`src/logic/rbm_pkg.sv`:
```
// shared constants, types and coding functions of the burst modem codec
package rbm_pkg;
    // clock and line timing, each figure in its own unit
    localparam int CLK_MHZ = 200;
    localparam int BAUD = 1200;
    localparam int LONG_US = 500;
    localparam int SHORT_US = 250;
    localparam int WARM_US = 32000;
    localparam int BIT_CYC = CLK_MHZ * 1000000 / BAUD;
    localparam int LONG_CYC = LONG_US * CLK_MHZ;
    localparam int SHORT_CYC = SHORT_US * CLK_MHZ;
    localparam int WARM_CYC = WARM_US * CLK_MHZ;
    localparam int CNT_W = 24;
    localparam int FIFO_DEPTH = 32;
    localparam int PKT_BYTES = 3;
    localparam int SYNC_LEN = 12;
    localparam int PKT_SYMS = 60;
    localparam int CHAR_BITS = 10;
    // register map, byte addresses
    localparam logic [7:0] ADDR_CTRL = 8'h00;
    localparam logic [7:0] ADDR_STAT = 8'h04;
    localparam logic [7:0] ADDR_CNT = 8'h08;
    localparam logic [1:0] RESP_OKAY = 2'h0;
    localparam logic [1:0] RESP_SLVERR = 2'h2;
    // half-cycle patterns, a one is a long half-cycle, msb sent first
    localparam logic [11:0] SYNC_PAT = 12'h801;
    localparam logic [3:0] GRP_IDLE = 4'hf;
    localparam logic [3:0] GRP_C0 = 4'h3;
    localparam logic [3:0] GRP_C1 = 4'h5;
    localparam logic [3:0] GRP_C2 = 4'h9;
    localparam logic [3:0] GRP_C3 = 4'h6;
    // control register layout
    typedef struct packed {
        logic [6:0] chan;  // serially chosen channel
        logic enable;      // modem running
    } rbm_ctrl_t;
    localparam rbm_ctrl_t CTRL_RST = 8'h00;
    // bit pair to group code
    function automatic logic [3:0] grp_encode(input logic [1:0] pair);
        case (pair)
            2'h0: grp_encode = GRP_C0;
            2'h1: grp_encode = GRP_C1;
            2'h2: grp_encode = GRP_C2;
            default: grp_encode = GRP_C3;
        endcase
    endfunction
    // group code to {void, null, pair}
    function automatic logic [3:0] grp_decode(input logic [3:0] code);
        case (code)
            GRP_C0: grp_decode = 4'h0;
            GRP_C1: grp_decode = 4'h1;
            GRP_C2: grp_decode = 4'h2;
            GRP_C3: grp_decode = 4'h3;
            GRP_IDLE: grp_decode = 4'h4;
            default: grp_decode = 4'h8;
        endcase
    endfunction
endpackage

```
`src/logic/rbm_modem_codec.sv`:
```
// burst radio modem: host serial, fifos, packet coder and decoder, axi4-lite regs
//
// Contract
// - host serial 1200 baud, 8 data, 1 stop
// - one way only, no correction or retry
// - each end holds a 32 byte fifo
// - transmit fifo covers 32 ms transmitter warm-up
// - receive bytes leave at steady rate
// - key transmitter on when host data arrives
// - packet is sync plus three bytes
// - short packet fills missing bytes with idle
// - key off once transmit fifo empties
// - radio sees tone of coded half-cycles
// - long 500 us, short 250 us half-cycles
// - idle sends unbroken long half-cycles
// - sync is long, ten shorts, long
// - twelve four-symbol groups, two bits each
// - only four group codes carry data
// - void group discards whole packet
// - all-long group is null, not void
// - output only from bursts with sync
// - three active-low pins pick channel 0-7
// - open-collector squelch flag released without carrier
// - when enabled, use serially selected channel
// - transmit hold low forces continuous keying
`timescale 1ns/1ps
// plain synchronous byte fifo, writes while full are refused
module rbm_fifo #(
    parameter int W = 8,
    parameter int DEPTH = rbm_pkg::FIFO_DEPTH,
    parameter int LW = $clog2(DEPTH + 1)
) (
    input wire logic aclk,
    input wire logic aresetn,
    input wire logic in_valid,
    output logic in_ready,
    input wire logic [W-1:0] in_data,
    output logic out_valid,
    input wire logic out_ready,
    output logic [W-1:0] out_data,
    output logic [LW-1:0] level
);
    localparam int AW = $clog2(DEPTH);
    logic [W-1:0] mem [DEPTH];  // storage words
    logic [AW-1:0] wptr;
    logic [AW-1:0] rptr;
    wire push = in_valid && in_ready;
    wire pop = out_valid && out_ready;
    assign in_ready = (level != LW'(DEPTH));
    assign out_valid = (level != '0);
    assign out_data = mem[rptr];
    // pointers wrap since depth is a power of two
    always_ff @(posedge aclk) begin
        if (!aresetn) begin
            wptr <= '0;
            rptr <= '0;
            level <= '0;
        end else begin
            if (push) begin
                mem[wptr] <= in_data;
                wptr <= wptr + 1'b1;
            end
            if (pop) begin
                rptr <= rptr + 1'b1;
            end
            level <= level + LW'(push) - LW'(pop);
        end
    end
endmodule

module rbm_modem_codec #(
    parameter int BIT_CYC = rbm_pkg::BIT_CYC,
    parameter int LONG_CYC = rbm_pkg::LONG_CYC,
    parameter int SHORT_CYC = rbm_pkg::SHORT_CYC,
    parameter int WARM_CYC = rbm_pkg::WARM_CYC
) (
    input wire logic aclk,
    input wire logic aresetn,
    input wire logic [7:0] s_axi_awaddr,
    input wire logic s_axi_awvalid,
    output logic s_axi_awready,
    input wire logic [31:0] s_axi_wdata,
    input wire logic [3:0] s_axi_wstrb,
    input wire logic s_axi_wvalid,
    output logic s_axi_wready,
    output logic [1:0] s_axi_bresp,
    output logic s_axi_bvalid,
    input wire logic s_axi_bready,
    input wire logic [7:0] s_axi_araddr,
    input wire logic s_axi_arvalid,
    output logic s_axi_arready,
    output logic [31:0] s_axi_rdata,
    output logic [1:0] s_axi_rresp,
    output logic s_axi_rvalid,
    input wire logic s_axi_rready,
    input wire logic host_txd,
    output logic host_rxd,
    input wire logic [2:0] channel_select_lines_n,
    input wire logic transmit_hold_n,
    output logic [6:0] channel,
    output logic tx_key,
    output logic tone_out,
    input wire logic tone_in,
    input wire logic carrier_present,
    output logic squelch_flag_out,
    output logic squelch_flag_oe_n
);
    localparam int CW = rbm_pkg::CNT_W;
    typedef enum logic [3:0] {
        TX_OFF = 4'b0001, TX_WARM = 4'b0010, TX_LOAD = 4'b0100, TX_SEND = 4'b1000
    } rbm_txs_t;
    typedef enum logic [2:0] {
        RX_HUNT = 3'b001, RX_DATA = 3'b010, RX_PUSH = 3'b100
    } rbm_rxs_t;
    rbm_pkg::rbm_ctrl_t ctrl;  // software control
    logic [7:0] drop_cnt;      // host bytes lost to a full fifo
    logic [7:0] rej_cnt;       // received packets rejected after sync: void group, out-of-range symbol or carrier loss
    // ---------------- axi4-lite slave ----------------
    logic aw_hold, w_hold;
    logic [7:0] aw_addr;
    logic [31:0] w_data;
    logic [3:0] w_strb;
    logic [5:0] tx_lvl, rx_lvl;
    rbm_txs_t txs;
    wire do_wr = aw_hold && w_hold && !s_axi_bvalid;
    wire wr_ctrl = do_wr && (aw_addr == rbm_pkg::ADDR_CTRL);
    wire wr_ok = (aw_addr == rbm_pkg::ADDR_CTRL) || (aw_addr == rbm_pkg::ADDR_STAT)
        || (aw_addr == rbm_pkg::ADDR_CNT);
    wire rd_ok = (s_axi_araddr == rbm_pkg::ADDR_CTRL) || (s_axi_araddr == rbm_pkg::ADDR_STAT)
        || (s_axi_araddr == rbm_pkg::ADDR_CNT);
    wire [31:0] stat_word = {18'h0_0000, !carrier_present, tx_key, rx_lvl[5:0], tx_lvl[5:0]};
    wire [31:0] rd_word = (s_axi_araddr == rbm_pkg::ADDR_CTRL) ? {24'h00_0000, ctrl} :
        (s_axi_araddr == rbm_pkg::ADDR_STAT) ? stat_word :
        (s_axi_araddr == rbm_pkg::ADDR_CNT) ? {16'h0000, rej_cnt, drop_cnt} : 32'h0000_0000;
    assign s_axi_awready = !aw_hold;
    assign s_axi_wready = !w_hold;
    assign s_axi_arready = !s_axi_rvalid;
    // address and data are latched apart, the answer follows both
    always_ff @(posedge aclk) begin
        if (!aresetn) begin
            aw_hold <= 1'b0;
            w_hold <= 1'b0;
            aw_addr <= 8'h00;
            w_data <= 32'h0000_0000;
            w_strb <= 4'h0;
            s_axi_bvalid <= 1'b0;
            s_axi_bresp <= rbm_pkg::RESP_OKAY;
            s_axi_rvalid <= 1'b0;
            s_axi_rdata <= 32'h0000_0000;
            s_axi_rresp <= rbm_pkg::RESP_OKAY;
            ctrl <= rbm_pkg::CTRL_RST;
        end else begin
            if (s_axi_awvalid && !aw_hold) begin
                aw_hold <= 1'b1;
                aw_addr <= s_axi_awaddr;
            end
            if (s_axi_wvalid && !w_hold) begin
                w_hold <= 1'b1;
                w_data <= s_axi_wdata;
                w_strb <= s_axi_wstrb;
            end
            if (do_wr) begin
                aw_hold <= 1'b0;
                w_hold <= 1'b0;
                s_axi_bvalid <= 1'b1;
                s_axi_bresp <= wr_ok ? rbm_pkg::RESP_OKAY : rbm_pkg::RESP_SLVERR;
            end else if (s_axi_bready) begin
                s_axi_bvalid <= 1'b0;
            end
            // status and counter words ignore writes
            if (wr_ctrl && w_strb[0]) begin
                ctrl <= w_data[7:0];
            end
            if (s_axi_arvalid && !s_axi_rvalid) begin
                s_axi_rvalid <= 1'b1;
                s_axi_rdata <= rd_word;
                s_axi_rresp <= rd_ok ? rbm_pkg::RESP_OKAY : rbm_pkg::RESP_SLVERR;
            end else if (s_axi_rready) begin
                s_axi_rvalid <= 1'b0;
            end
        end
    end
    // channel choice: serial setting once enabled, else the inverted pins
    assign channel = ctrl.enable ? ctrl.chan : {4'h0, ~channel_select_lines_n};
    // open collector: pull low while a carrier is heard, release under squelch
    assign squelch_flag_out = 1'b0;
    assign squelch_flag_oe_n = !carrier_present;
    // ---------------- host serial in, 10-bit frames ----------------
    logic [CW-1:0] hr_ctr;
    logic [3:0] hr_bit;
    logic hr_busy, hr_valid;
    logic [7:0] hr_sh;
    wire hr_tick = hr_busy && (hr_ctr == '0);
    // sample mid-bit; a start bit that is high again at mid-bit is a glitch
    always_ff @(posedge aclk) begin
        if (!aresetn) begin
            hr_busy <= 1'b0;
            hr_ctr <= '0;
            hr_bit <= 4'h0;
            hr_sh <= 8'h00;
            hr_valid <= 1'b0;
        end else begin
            hr_valid <= 1'b0;
            if (!hr_busy && !host_txd && ctrl.enable) begin
                hr_busy <= 1'b1;
                hr_ctr <= CW'(BIT_CYC / 2);
                hr_bit <= 4'h0;
            end else if (hr_busy) begin
                hr_ctr <= hr_tick ? CW'(BIT_CYC - 1) : hr_ctr - 1'b1;
            end
            if (hr_tick) begin
                hr_bit <= hr_bit + 1'b1;
                if (hr_bit == 4'h0 && host_txd) begin
                    hr_busy <= 1'b0;
                end else if (hr_bit == 4'(rbm_pkg::CHAR_BITS - 1)) begin
                    hr_busy <= 1'b0;
                    hr_valid <= host_txd;
                end else if (hr_bit != 4'h0) begin
                    hr_sh <= {host_txd, hr_sh[7:1]};
                end
            end
        end
    end
    // ---------------- transmit fifo and packet coder ----------------
    logic tf_ready, tf_valid, tf_pop;
    logic [7:0] tf_data;
    rbm_fifo u_txf (
        .aclk(aclk), .aresetn(aresetn),
        .in_valid(hr_valid), .in_ready(tf_ready), .in_data(hr_sh),
        .out_valid(tf_valid), .out_ready(tf_pop), .out_data(tf_data), .level(tx_lvl)
    );
    logic [CW-1:0] warm_ctr, hc_ctr;
    logic [5:0] pos;
    logic [1:0] ld_idx;
    logic [7:0] pk_byte [rbm_pkg::PKT_BYTES];
    logic [2:0] pk_val;
    wire hold = !transmit_hold_n;
    wire hc_end = (hc_ctr == '0);
    wire [5:0] d_idx = pos - 6'(rbm_pkg::SYNC_LEN);
    wire [7:0] d_byte = pk_byte[d_idx[5:4]];
    wire [1:0] d_pair = d_byte[{d_idx[3:2], 1'b0} +: 2];
    wire [3:0] d_code = pk_val[d_idx[5:4]] ? rbm_pkg::grp_encode(d_pair)
        : rbm_pkg::GRP_IDLE;
    wire pk_sym = (pos < 6'(rbm_pkg::SYNC_LEN)) ? rbm_pkg::SYNC_PAT[11 - pos]
        : d_code[2'd3 - d_idx[1:0]];
    // pos runs one past the last symbol so the edge that closes it is still sent
    wire pk_last = (pos == 6'(rbm_pkg::PKT_SYMS));
    wire sym_l = (txs == TX_SEND && !pk_last) ? pk_sym : 1'b1;
    assign tf_pop = (txs == TX_LOAD);
    // bytes wait in the fifo while the transmitter warms up on long tone
    always_ff @(posedge aclk) begin
        if (!aresetn) begin
            txs <= TX_OFF;
            tx_key <= 1'b0;
            tone_out <= 1'b0;
            warm_ctr <= '0;
            hc_ctr <= '0;
            pos <= 6'h00;
            ld_idx <= 2'h0;
            pk_val <= 3'h0;
            drop_cnt <= 8'h00;
        end else begin
            if (hr_valid && !tf_ready) begin
                drop_cnt <= drop_cnt + 1'b1;
            end
            if (txs != TX_OFF && hc_end) begin
                tone_out <= !tone_out;
                hc_ctr <= sym_l ? CW'(LONG_CYC - 1) : CW'(SHORT_CYC - 1);
            end else if (txs != TX_OFF) begin
                hc_ctr <= hc_ctr - 1'b1;
            end
            unique case (txs)
                TX_OFF: begin
                    if ((ctrl.enable && tf_valid) || hold) begin
                        txs <= TX_WARM;
                        tx_key <= 1'b1;
                        warm_ctr <= CW'(WARM_CYC - 1);
                        hc_ctr <= '0;
                    end
                end
                TX_WARM: begin
                    if (warm_ctr != '0) begin
                        warm_ctr <= warm_ctr - 1'b1;
                    end else if (tf_valid) begin
                        txs <= TX_LOAD;
                        ld_idx <= 2'h0;
                        pk_val <= 3'h0;
                    end else if (!hold) begin
                        txs <= TX_OFF;
                        tx_key <= 1'b0;
                    end
                end
                TX_LOAD: begin
                    pk_byte[ld_idx] <= tf_data;
                    pk_val[ld_idx] <= tf_valid;
                    ld_idx <= ld_idx + 1'b1;
                    if (ld_idx == 2'(rbm_pkg::PKT_BYTES - 1) || !tf_valid) begin
                        txs <= TX_SEND;
                        pos <= 6'h00;
                    end
                end
                TX_SEND: begin
                    if (hc_end && pk_last) begin
                        // keying off any sooner would cut the final half-cycle short
                        txs <= TX_WARM;
                        warm_ctr <= '0;
                    end else if (hc_end) begin
                        pos <= pos + 1'b1;
                    end
                end
            endcase
        end
    end
    // ---------------- packet decoder ----------------
    rbm_rxs_t rxs;
    logic tin_q;
    logic [CW-1:0] len;
    logic [11:0] sym_sr;
    logic [5:0] rcnt;
    logic [7:0] rb [rbm_pkg::PKT_BYTES];
    logic [2:0] rb_null;
    logic [1:0] px;
    logic rf_ready, rf_valid, rf_pop;
    logic [7:0] rf_data;
    wire t_edge = (tone_in != tin_q);
    wire s_ok = (len > CW'(SHORT_CYC / 2)) && (len < CW'(LONG_CYC + LONG_CYC / 2));
    wire s_l = (len > CW'((LONG_CYC + SHORT_CYC) / 2));
    wire [11:0] sr_next = {sym_sr[10:0], s_l};
    wire [3:0] g_dec = rbm_pkg::grp_decode(sr_next[3:0]);
    wire g_done = t_edge && s_ok && (rxs == RX_DATA) && (rcnt[1:0] == 2'h3);
    wire [5:0] r_idx = rcnt - 6'h03;
    wire rx_void = g_done && g_dec[3];
    wire rf_push = (rxs == RX_PUSH) && !rb_null[px];
    // symbols are timed between tone edges; out-of-range lengths are noise
    always_ff @(posedge aclk) begin
        if (!aresetn) begin
            rxs <= RX_HUNT;
            tin_q <= 1'b0;
            len <= '0;
            sym_sr <= 12'h000;
            rcnt <= 6'h00;
            rb_null <= 3'h0;
            px <= 2'h0;
            rej_cnt <= 8'h00;
        end else begin
            tin_q <= tone_in;
            len <= t_edge ? CW'(1) : ((&len) ? len : len + 1'b1);
            if (t_edge) begin
                sym_sr <= sr_next;
            end
            unique case (rxs)
                RX_HUNT: begin
                    if (t_edge && s_ok && sr_next == rbm_pkg::SYNC_PAT && ctrl.enable) begin
                        rxs <= RX_DATA;
                        rcnt <= 6'h00;
                        rb_null <= 3'h0;
                    end
                end
                RX_DATA: begin
                    if (!carrier_present || (t_edge && !s_ok) || rx_void) begin
                        rxs <= RX_HUNT;
                        rej_cnt <= rej_cnt + 1'b1;
                    end else if (t_edge) begin
                        rcnt <= rcnt + 1'b1;
                        if (g_done) begin
                            rb[r_idx[5:4]][{r_idx[3:2], 1'b0} +: 2] <= g_dec[1:0];
                            if (g_dec[2]) begin
                                rb_null[r_idx[5:4]] <= 1'b1;
                            end
                        end
                        if (rcnt == 6'(rbm_pkg::PKT_SYMS - rbm_pkg::SYNC_LEN - 1)) begin
                            rxs <= RX_PUSH;
                            px <= 2'h0;
                        end
                    end
                end
                RX_PUSH: begin
                    px <= px + 1'b1;
                    if (px == 2'(rbm_pkg::PKT_BYTES - 1)) begin
                        rxs <= RX_HUNT;
                    end
                end
            endcase
        end
    end
    rbm_fifo u_rxf (
        .aclk(aclk), .aresetn(aresetn),
        .in_valid(rf_push), .in_ready(rf_ready), .in_data(rb[px]),
        .out_valid(rf_valid), .out_ready(rf_pop), .out_data(rf_data), .level(rx_lvl)
    );
    // ---------------- host serial out, paced one frame at a time ----------------
    logic [9:0] ht_sh;
    logic [3:0] ht_bit;
    logic [CW-1:0] ht_ctr;
    assign rf_pop = (ht_bit == 4'h0) && rf_valid;
    assign host_rxd = ht_sh[0];
    // stop bit always ends with idle high so frames never merge
    always_ff @(posedge aclk) begin
        if (!aresetn) begin
            ht_sh <= 10'h3ff;
            ht_bit <= 4'h0;
            ht_ctr <= '0;
        end else if (rf_pop) begin
            ht_sh <= {1'b1, rf_data, 1'b0};
            ht_bit <= 4'(rbm_pkg::CHAR_BITS);
            ht_ctr <= CW'(BIT_CYC - 1);
        end else if (ht_bit != 4'h0) begin
            ht_ctr <= (ht_ctr == '0) ? CW'(BIT_CYC - 1) : ht_ctr - 1'b1;
            if (ht_ctr == '0) begin
                ht_sh <= {1'b1, ht_sh[9:1]};
                ht_bit <= ht_bit - 1'b1;
            end
        end
    end
endmodule

```
`config.mk`:
```
export PLATFORM = sky130hd
export DESIGN_NAME = rbm_modem_codec
export DESIGN_NICKNAME = d
export VERILOG_FILES = /design/src/logic/rbm_pkg.sv /design/src/logic/rbm_modem_codec.sv
export SDC_FILE = /design/constraint.sdc
export NUM_CORES = 1
export LEC_CHECK = 0
export BUFFER_PORTS_ARGS = -buffer_cell sky130_fd_sc_hd__buf_4
export CORE_ASPECT_RATIO = 0.5
export CORE_UTILIZATION = 58
export CTS_BUF_LIST = sky130_fd_sc_hd__clkbuf_2
export DETAILED_ROUTE_END_ITERATION = 16
export PLACE_DENSITY = 0.78
export SLEW_MARGIN = 20
export SYNTH_ARGS = -nofsm -noshare
export SYNTH_HDL_FRONTEND = slang
export SYNTH_SLANG_ARGS = --single-unit
```
`constraint.sdc`:
```
create_clock -name aclk -period 3.4 [get_ports aclk]
set_clock_uncertainty 0.05 [all_clocks]
set_input_delay 0.34 -clock aclk [delete_from_list [all_inputs] [get_ports aclk]]
set_output_delay 0.34 -clock aclk [all_outputs]
set_load 0.02 [all_outputs]
```
==> metrics.csv <==
stage;metric;value;unit
placed_design;place_ws;115.6;ps
die;num_rows;64;
global_route;grt_pass1_vias;22490;
worst_setup_path;endpoint_kind;flip-flop;
min_path;hold_path_class;in2reg;
sta;timing.final.max_slew_violations;0;
routing;final_antenna_net_count;0;
logic_synthesis;ys.flop_type;sky130_fd_sc_hd__edfxtp_1;
clock_tree;reg_clk_slew_reported_paths;130;ps
sta;grt_setup_unrepaired;true;
logic_synthesis;syn_area;35980;µm²
placed_design;io_buffers;72;
global_route;antenna_violations_before_repair;2;
global_route;pin_count_of_the_biggest_net_entering_global_routing;126;
sta;setup-tns-final;0;ps
final_layout;synth_to_layout_area_growth;12.23;%
power;worst_voltage_drop_across_the_vdd_grid;0.2809;mV
final_layout;layout_filler_cell_count;4360;
routing;detail_route.drc_violations;0;
placed_design;hpwlAfterDp;47240;µm
logic_synthesis;yosys.area_share.xor_xnor;0.03113;
worst_setup_path;arrival_time_worst_endpoint;4290;ps
routing;detail_route.iter0.violations;1977;
sta;timing_worst_slew_pin_value;878.3;ps
power;power.density;532.6;nW/µm²
sta;max_clock_freq;308.2;MHz
sta;post_route_clock_period_utilization;0.9542;
logic_synthesis;ys_seq_elements;857;
routing;route.final.wire_length;76840;µm
routing;routed-via-count;22740;
worst_setup_path;setup.worst_path.class;reg2reg;
run_status;run_status;finished, final reports clean;
clock_tree;htree_levels;4;
worst_setup_path;kind_of_start_point_of_the_critical_path;flip-flop;
logic_synthesis;synth_simple_gate_area_frac;0.1149;
logic_synthesis;yosysTopAreaCellShare;0.4674;
worst_setup_path;r2r_setup_slack;160;ps
logic_synthesis;synthDistinctLibCells;82;
logic_synthesis;synth_compound_area_frac;0.05213;
die;std_cell_core_area;61180;µm²
routing;avgViaCountPerCell;5.800;
sta;post-route-worst-setup-slack;155.7;ps
routing;drt-pass1-iter-count;7;
placed_design;gpl.final_weighted_congestion;0.8544;
power;leakage;14.00;nW
final_layout;layout-drive-gt1-share;0.2272;
clock_tree;worst_skew_late_latency;1220;ps
logic_synthesis;netlist.top_cell.by_area;sky130_fd_sc_hd__edfxtp_1;
logic_synthesis;synth.top_cells.by_area;sky130_fd_sc_hd__edfxtp_1 (47%), sky130_fd_sc_hd__dfxtp_1 (17%), sky130_fd_sc_hd__mux4_2 (10%);
routing;drt-wirelength-per-cell;19.60;µm
final_layout;net_count_reported_at_finish;3080;
die;io_pins;119;
clock_tree;cts_made_buffers;180;
sta;final_hold_viol_count;0;
worst_setup_path;timing.critical_path.fanout_max;7;
logic_synthesis;main_combinational_cell_family_by_area_after_synthesis;multiplexers;
global_route;grt.overflow.total;0;
global_route;grt.total_usage;0.2439;
die;fp.dieArea;63090;µm²
logic_synthesis;synth_mux_area_frac;0.1239;
logic_synthesis;yosys_warnings;0;
die;initial_core_util;0.5881;
die;dieHeight;178.1;µm
logic_synthesis;synth_edf_count;560;
clock_tree;cts.sinks;857;
logic_synthesis;synth_adder_area_share;0.02059;
logic_synthesis;synth.yosys.seq_area_share;0.6327;
sta;finalCriticalPeriod;3244;ps
run;maxCapViolCount;0;
clock_tree;cts_root_buf;sky130_fd_sc_hd__clkbuf_2;
logic_synthesis;yosys.cell_count.top_type;sky130_fd_sc_hd__edfxtp_1;
clock_tree;tritoncts;done;
sta;relSlewSlack;0.4137;
die;die_width;354.2;µm
sta;final-setup-viol-count;0;
logic_synthesis;post_synth.cell_area_avg;13.56;µm²
logic_synthesis;synthesis.instances;2653;
worst_setup_path;critPathRequiredTime;4440;ps
global_route;grt_pass1_wl;120100;µm
logic_synthesis;synth_top_cells_by_count;sky130_fd_sc_hd__edfxtp_1 (560), sky130_fd_sc_hd__nor2_1 (340), sky130_fd_sc_hd__dfxtp_1 (297);
logic_synthesis;postSynth.asyncResetShare;0;
clock_tree;clock_tree.buffer_depth;3;
[area by class of cell]
cell class | instances | area (µm²) | area share
multi-input cells | 1607 | 12520 | 0.3101
clock inverters | 62 | 376.6 | 0.009327
well taps | 825 | 1032 | 0.02556
diodes | 2 | 5.005 | 0.0001240
clock buffers | 258 | 1291 | 0.03198
inverters | 62 | 235.2 | 0.005826
repair buffers | 248 | 2136 | 0.05290
flip-flops and latches | 857 | 22780 | 0.5642
[flip-flops by register name, indices dropped and copies added (netlist names), 8 cells and up, named ones only]
| signal | flops |
|---|---|
| aw_addr | 8 |
| ctrl | 8 |
| drop_cnt | 8 |
| hc_ctr | 24 |
| hr_ctr | 24 |
| hr_sh | 8 |
| ht_ctr | 24 |
| ht_sh | 9 |
| len | 24 |
| pk_byte | 24 |
| rb | 24 |
| rej_cnt | 8 |
| s_axi_rdata | 16 |
| sym_sr | 11 |
| u_rxf.mem | 256 |
| u_txf.mem | 256 |
| w_data | 8 |
| warm_ctr | 24 |
[worst max-delay path: stages, from the launching register on]
cell and delay (ps):
sky130_fd_sc_hd__dfxtp_2 380, sky130_fd_sc_hd__ha_4 150, sky130_fd_sc_hd__xor2_2 140, sky130_fd_sc_hd__buf_6 160, sky130_fd_sc_hd__mux2_2 340, sky130_fd_sc_hd__mux4_2 500
sky130_fd_sc_hd__mux2i_4 190, sky130_fd_sc_hd__buf_4 140, sky130_fd_sc_hd__inv_1 30, sky130_fd_sc_hd__ha_1 190, sky130_fd_sc_hd__a21oi_1 160, sky130_fd_sc_hd__a211oi_1 90
sky130_fd_sc_hd__a41oi_1 280, sky130_fd_sc_hd__nor2_1 60, sky130_fd_sc_hd__a21o_1 220, sky130_fd_sc_hd__nor2_1 100
[path summary, 6_finish.rpt]
path | start | to | cells past startpoint
max | pos[3] | hc_ctr[4] | 15
min | tone_in | sym_sr[10] | 6
max reg2reg | pos[3] | hc_ctr[4] | 15
min reg2reg | sym_sr[6] | sym_sr[7] | 2
[per-stage QoR]
stage / std cells / utilization / hold WS (ps) / power, mW / instance area (µm²)
2_1_floorplan: 2671 / - / 377.1 / 14.51 / 36040
3_3_place_gp: 3523 / 0.6190 / 383.2 / 15.22 / 37870
3_5_place_dp: 3523 / 0.6190 / 399.0 / 15.32 / 37870
4_1_cts: 3915 / 0.6581 / 4.899 / 21.68 / 40260
5_1_grt: 3920 / 0.6600 / 69.40 / 22.62 / 40380
6_report: 3921 / 0.6600 / 169.4 / 21.50 / 40380
[logic make-up after synthesis]
| logic type | after synthesis |
|---|---|
| AO/OA/AOI/OAI | 310 |
| XOR/XNOR | 127 |
| adder cells (fa/ha/maj) | 58 |
| buffers and inverters | 207 |
| flip-flops | 857 |
| multiplexers | 237 |
| other | 1 |
| AND/OR/NAND/NOR | 856 |
[power breakdown]
part           internal (mW)  switching (mW)
clock                   2.32            4.01
combinational           1.54            1.92
sequential              11.3           0.382
total                   15.2            6.32
[metal layers]
layer | vias to the layer above | global-route usage | wire length, µm
li1 | 10580 | - | -
met1 | 11260 | 0.3163 | 31880
met2 | 777 | 0.4133 | 38400
met3 | 132 | 0.04798 | 4714
met4 | 0 | 0.08675 | 1850
met5 | - | 0 | 0
[placed cells by master (no fill, tap or decap), types with 26 or more instances in the layout]
| cell | Yosys | layout |
|---|---|---|
| sky130_fd_sc_hd__a21oi_1 | 110 | 109 |
| sky130_fd_sc_hd__buf_4 | 20 | 167 |
| sky130_fd_sc_hd__clkbuf_2 | 0 | 258 |
| sky130_fd_sc_hd__clkinv_1 | 1 | 40 |
| sky130_fd_sc_hd__dfxtp_1 | 297 | 286 |
| sky130_fd_sc_hd__dlygate4sd3_1 | 0 | 73 |
| sky130_fd_sc_hd__edfxtp_1 | 560 | 560 |
| sky130_fd_sc_hd__ha_1 | 56 | 54 |
| sky130_fd_sc_hd__inv_1 | 60 | 60 |
| sky130_fd_sc_hd__mux2i_1 | 57 | 56 |
| sky130_fd_sc_hd__mux4_2 | 165 | 165 |
| sky130_fd_sc_hd__nand2_1 | 189 | 189 |
| sky130_fd_sc_hd__nand3_1 | 47 | 47 |
| sky130_fd_sc_hd__nand4_1 | 29 | 29 |
| sky130_fd_sc_hd__nor2_1 | 340 | 339 |
| sky130_fd_sc_hd__nor3_1 | 56 | 56 |
| sky130_fd_sc_hd__nor4_1 | 26 | 26 |
| sky130_fd_sc_hd__o21ai_0 | 95 | 87 |
| sky130_fd_sc_hd__or3_1 | 27 | 27 |
| sky130_fd_sc_hd__xnor2_1 | 70 | 69 |
| sky130_fd_sc_hd__xor2_1 | 56 | 56 |
[repair_timing]
action | CTS | global route
gates resized for setup | 0 | 13
endpoints found under the setup margin | 0 | 8
buffers inserted | 0 | 3
hold buffers | 72 | 1
hold endpoints to repair | 220 | 1
Power figures use the tool's default switching activity.
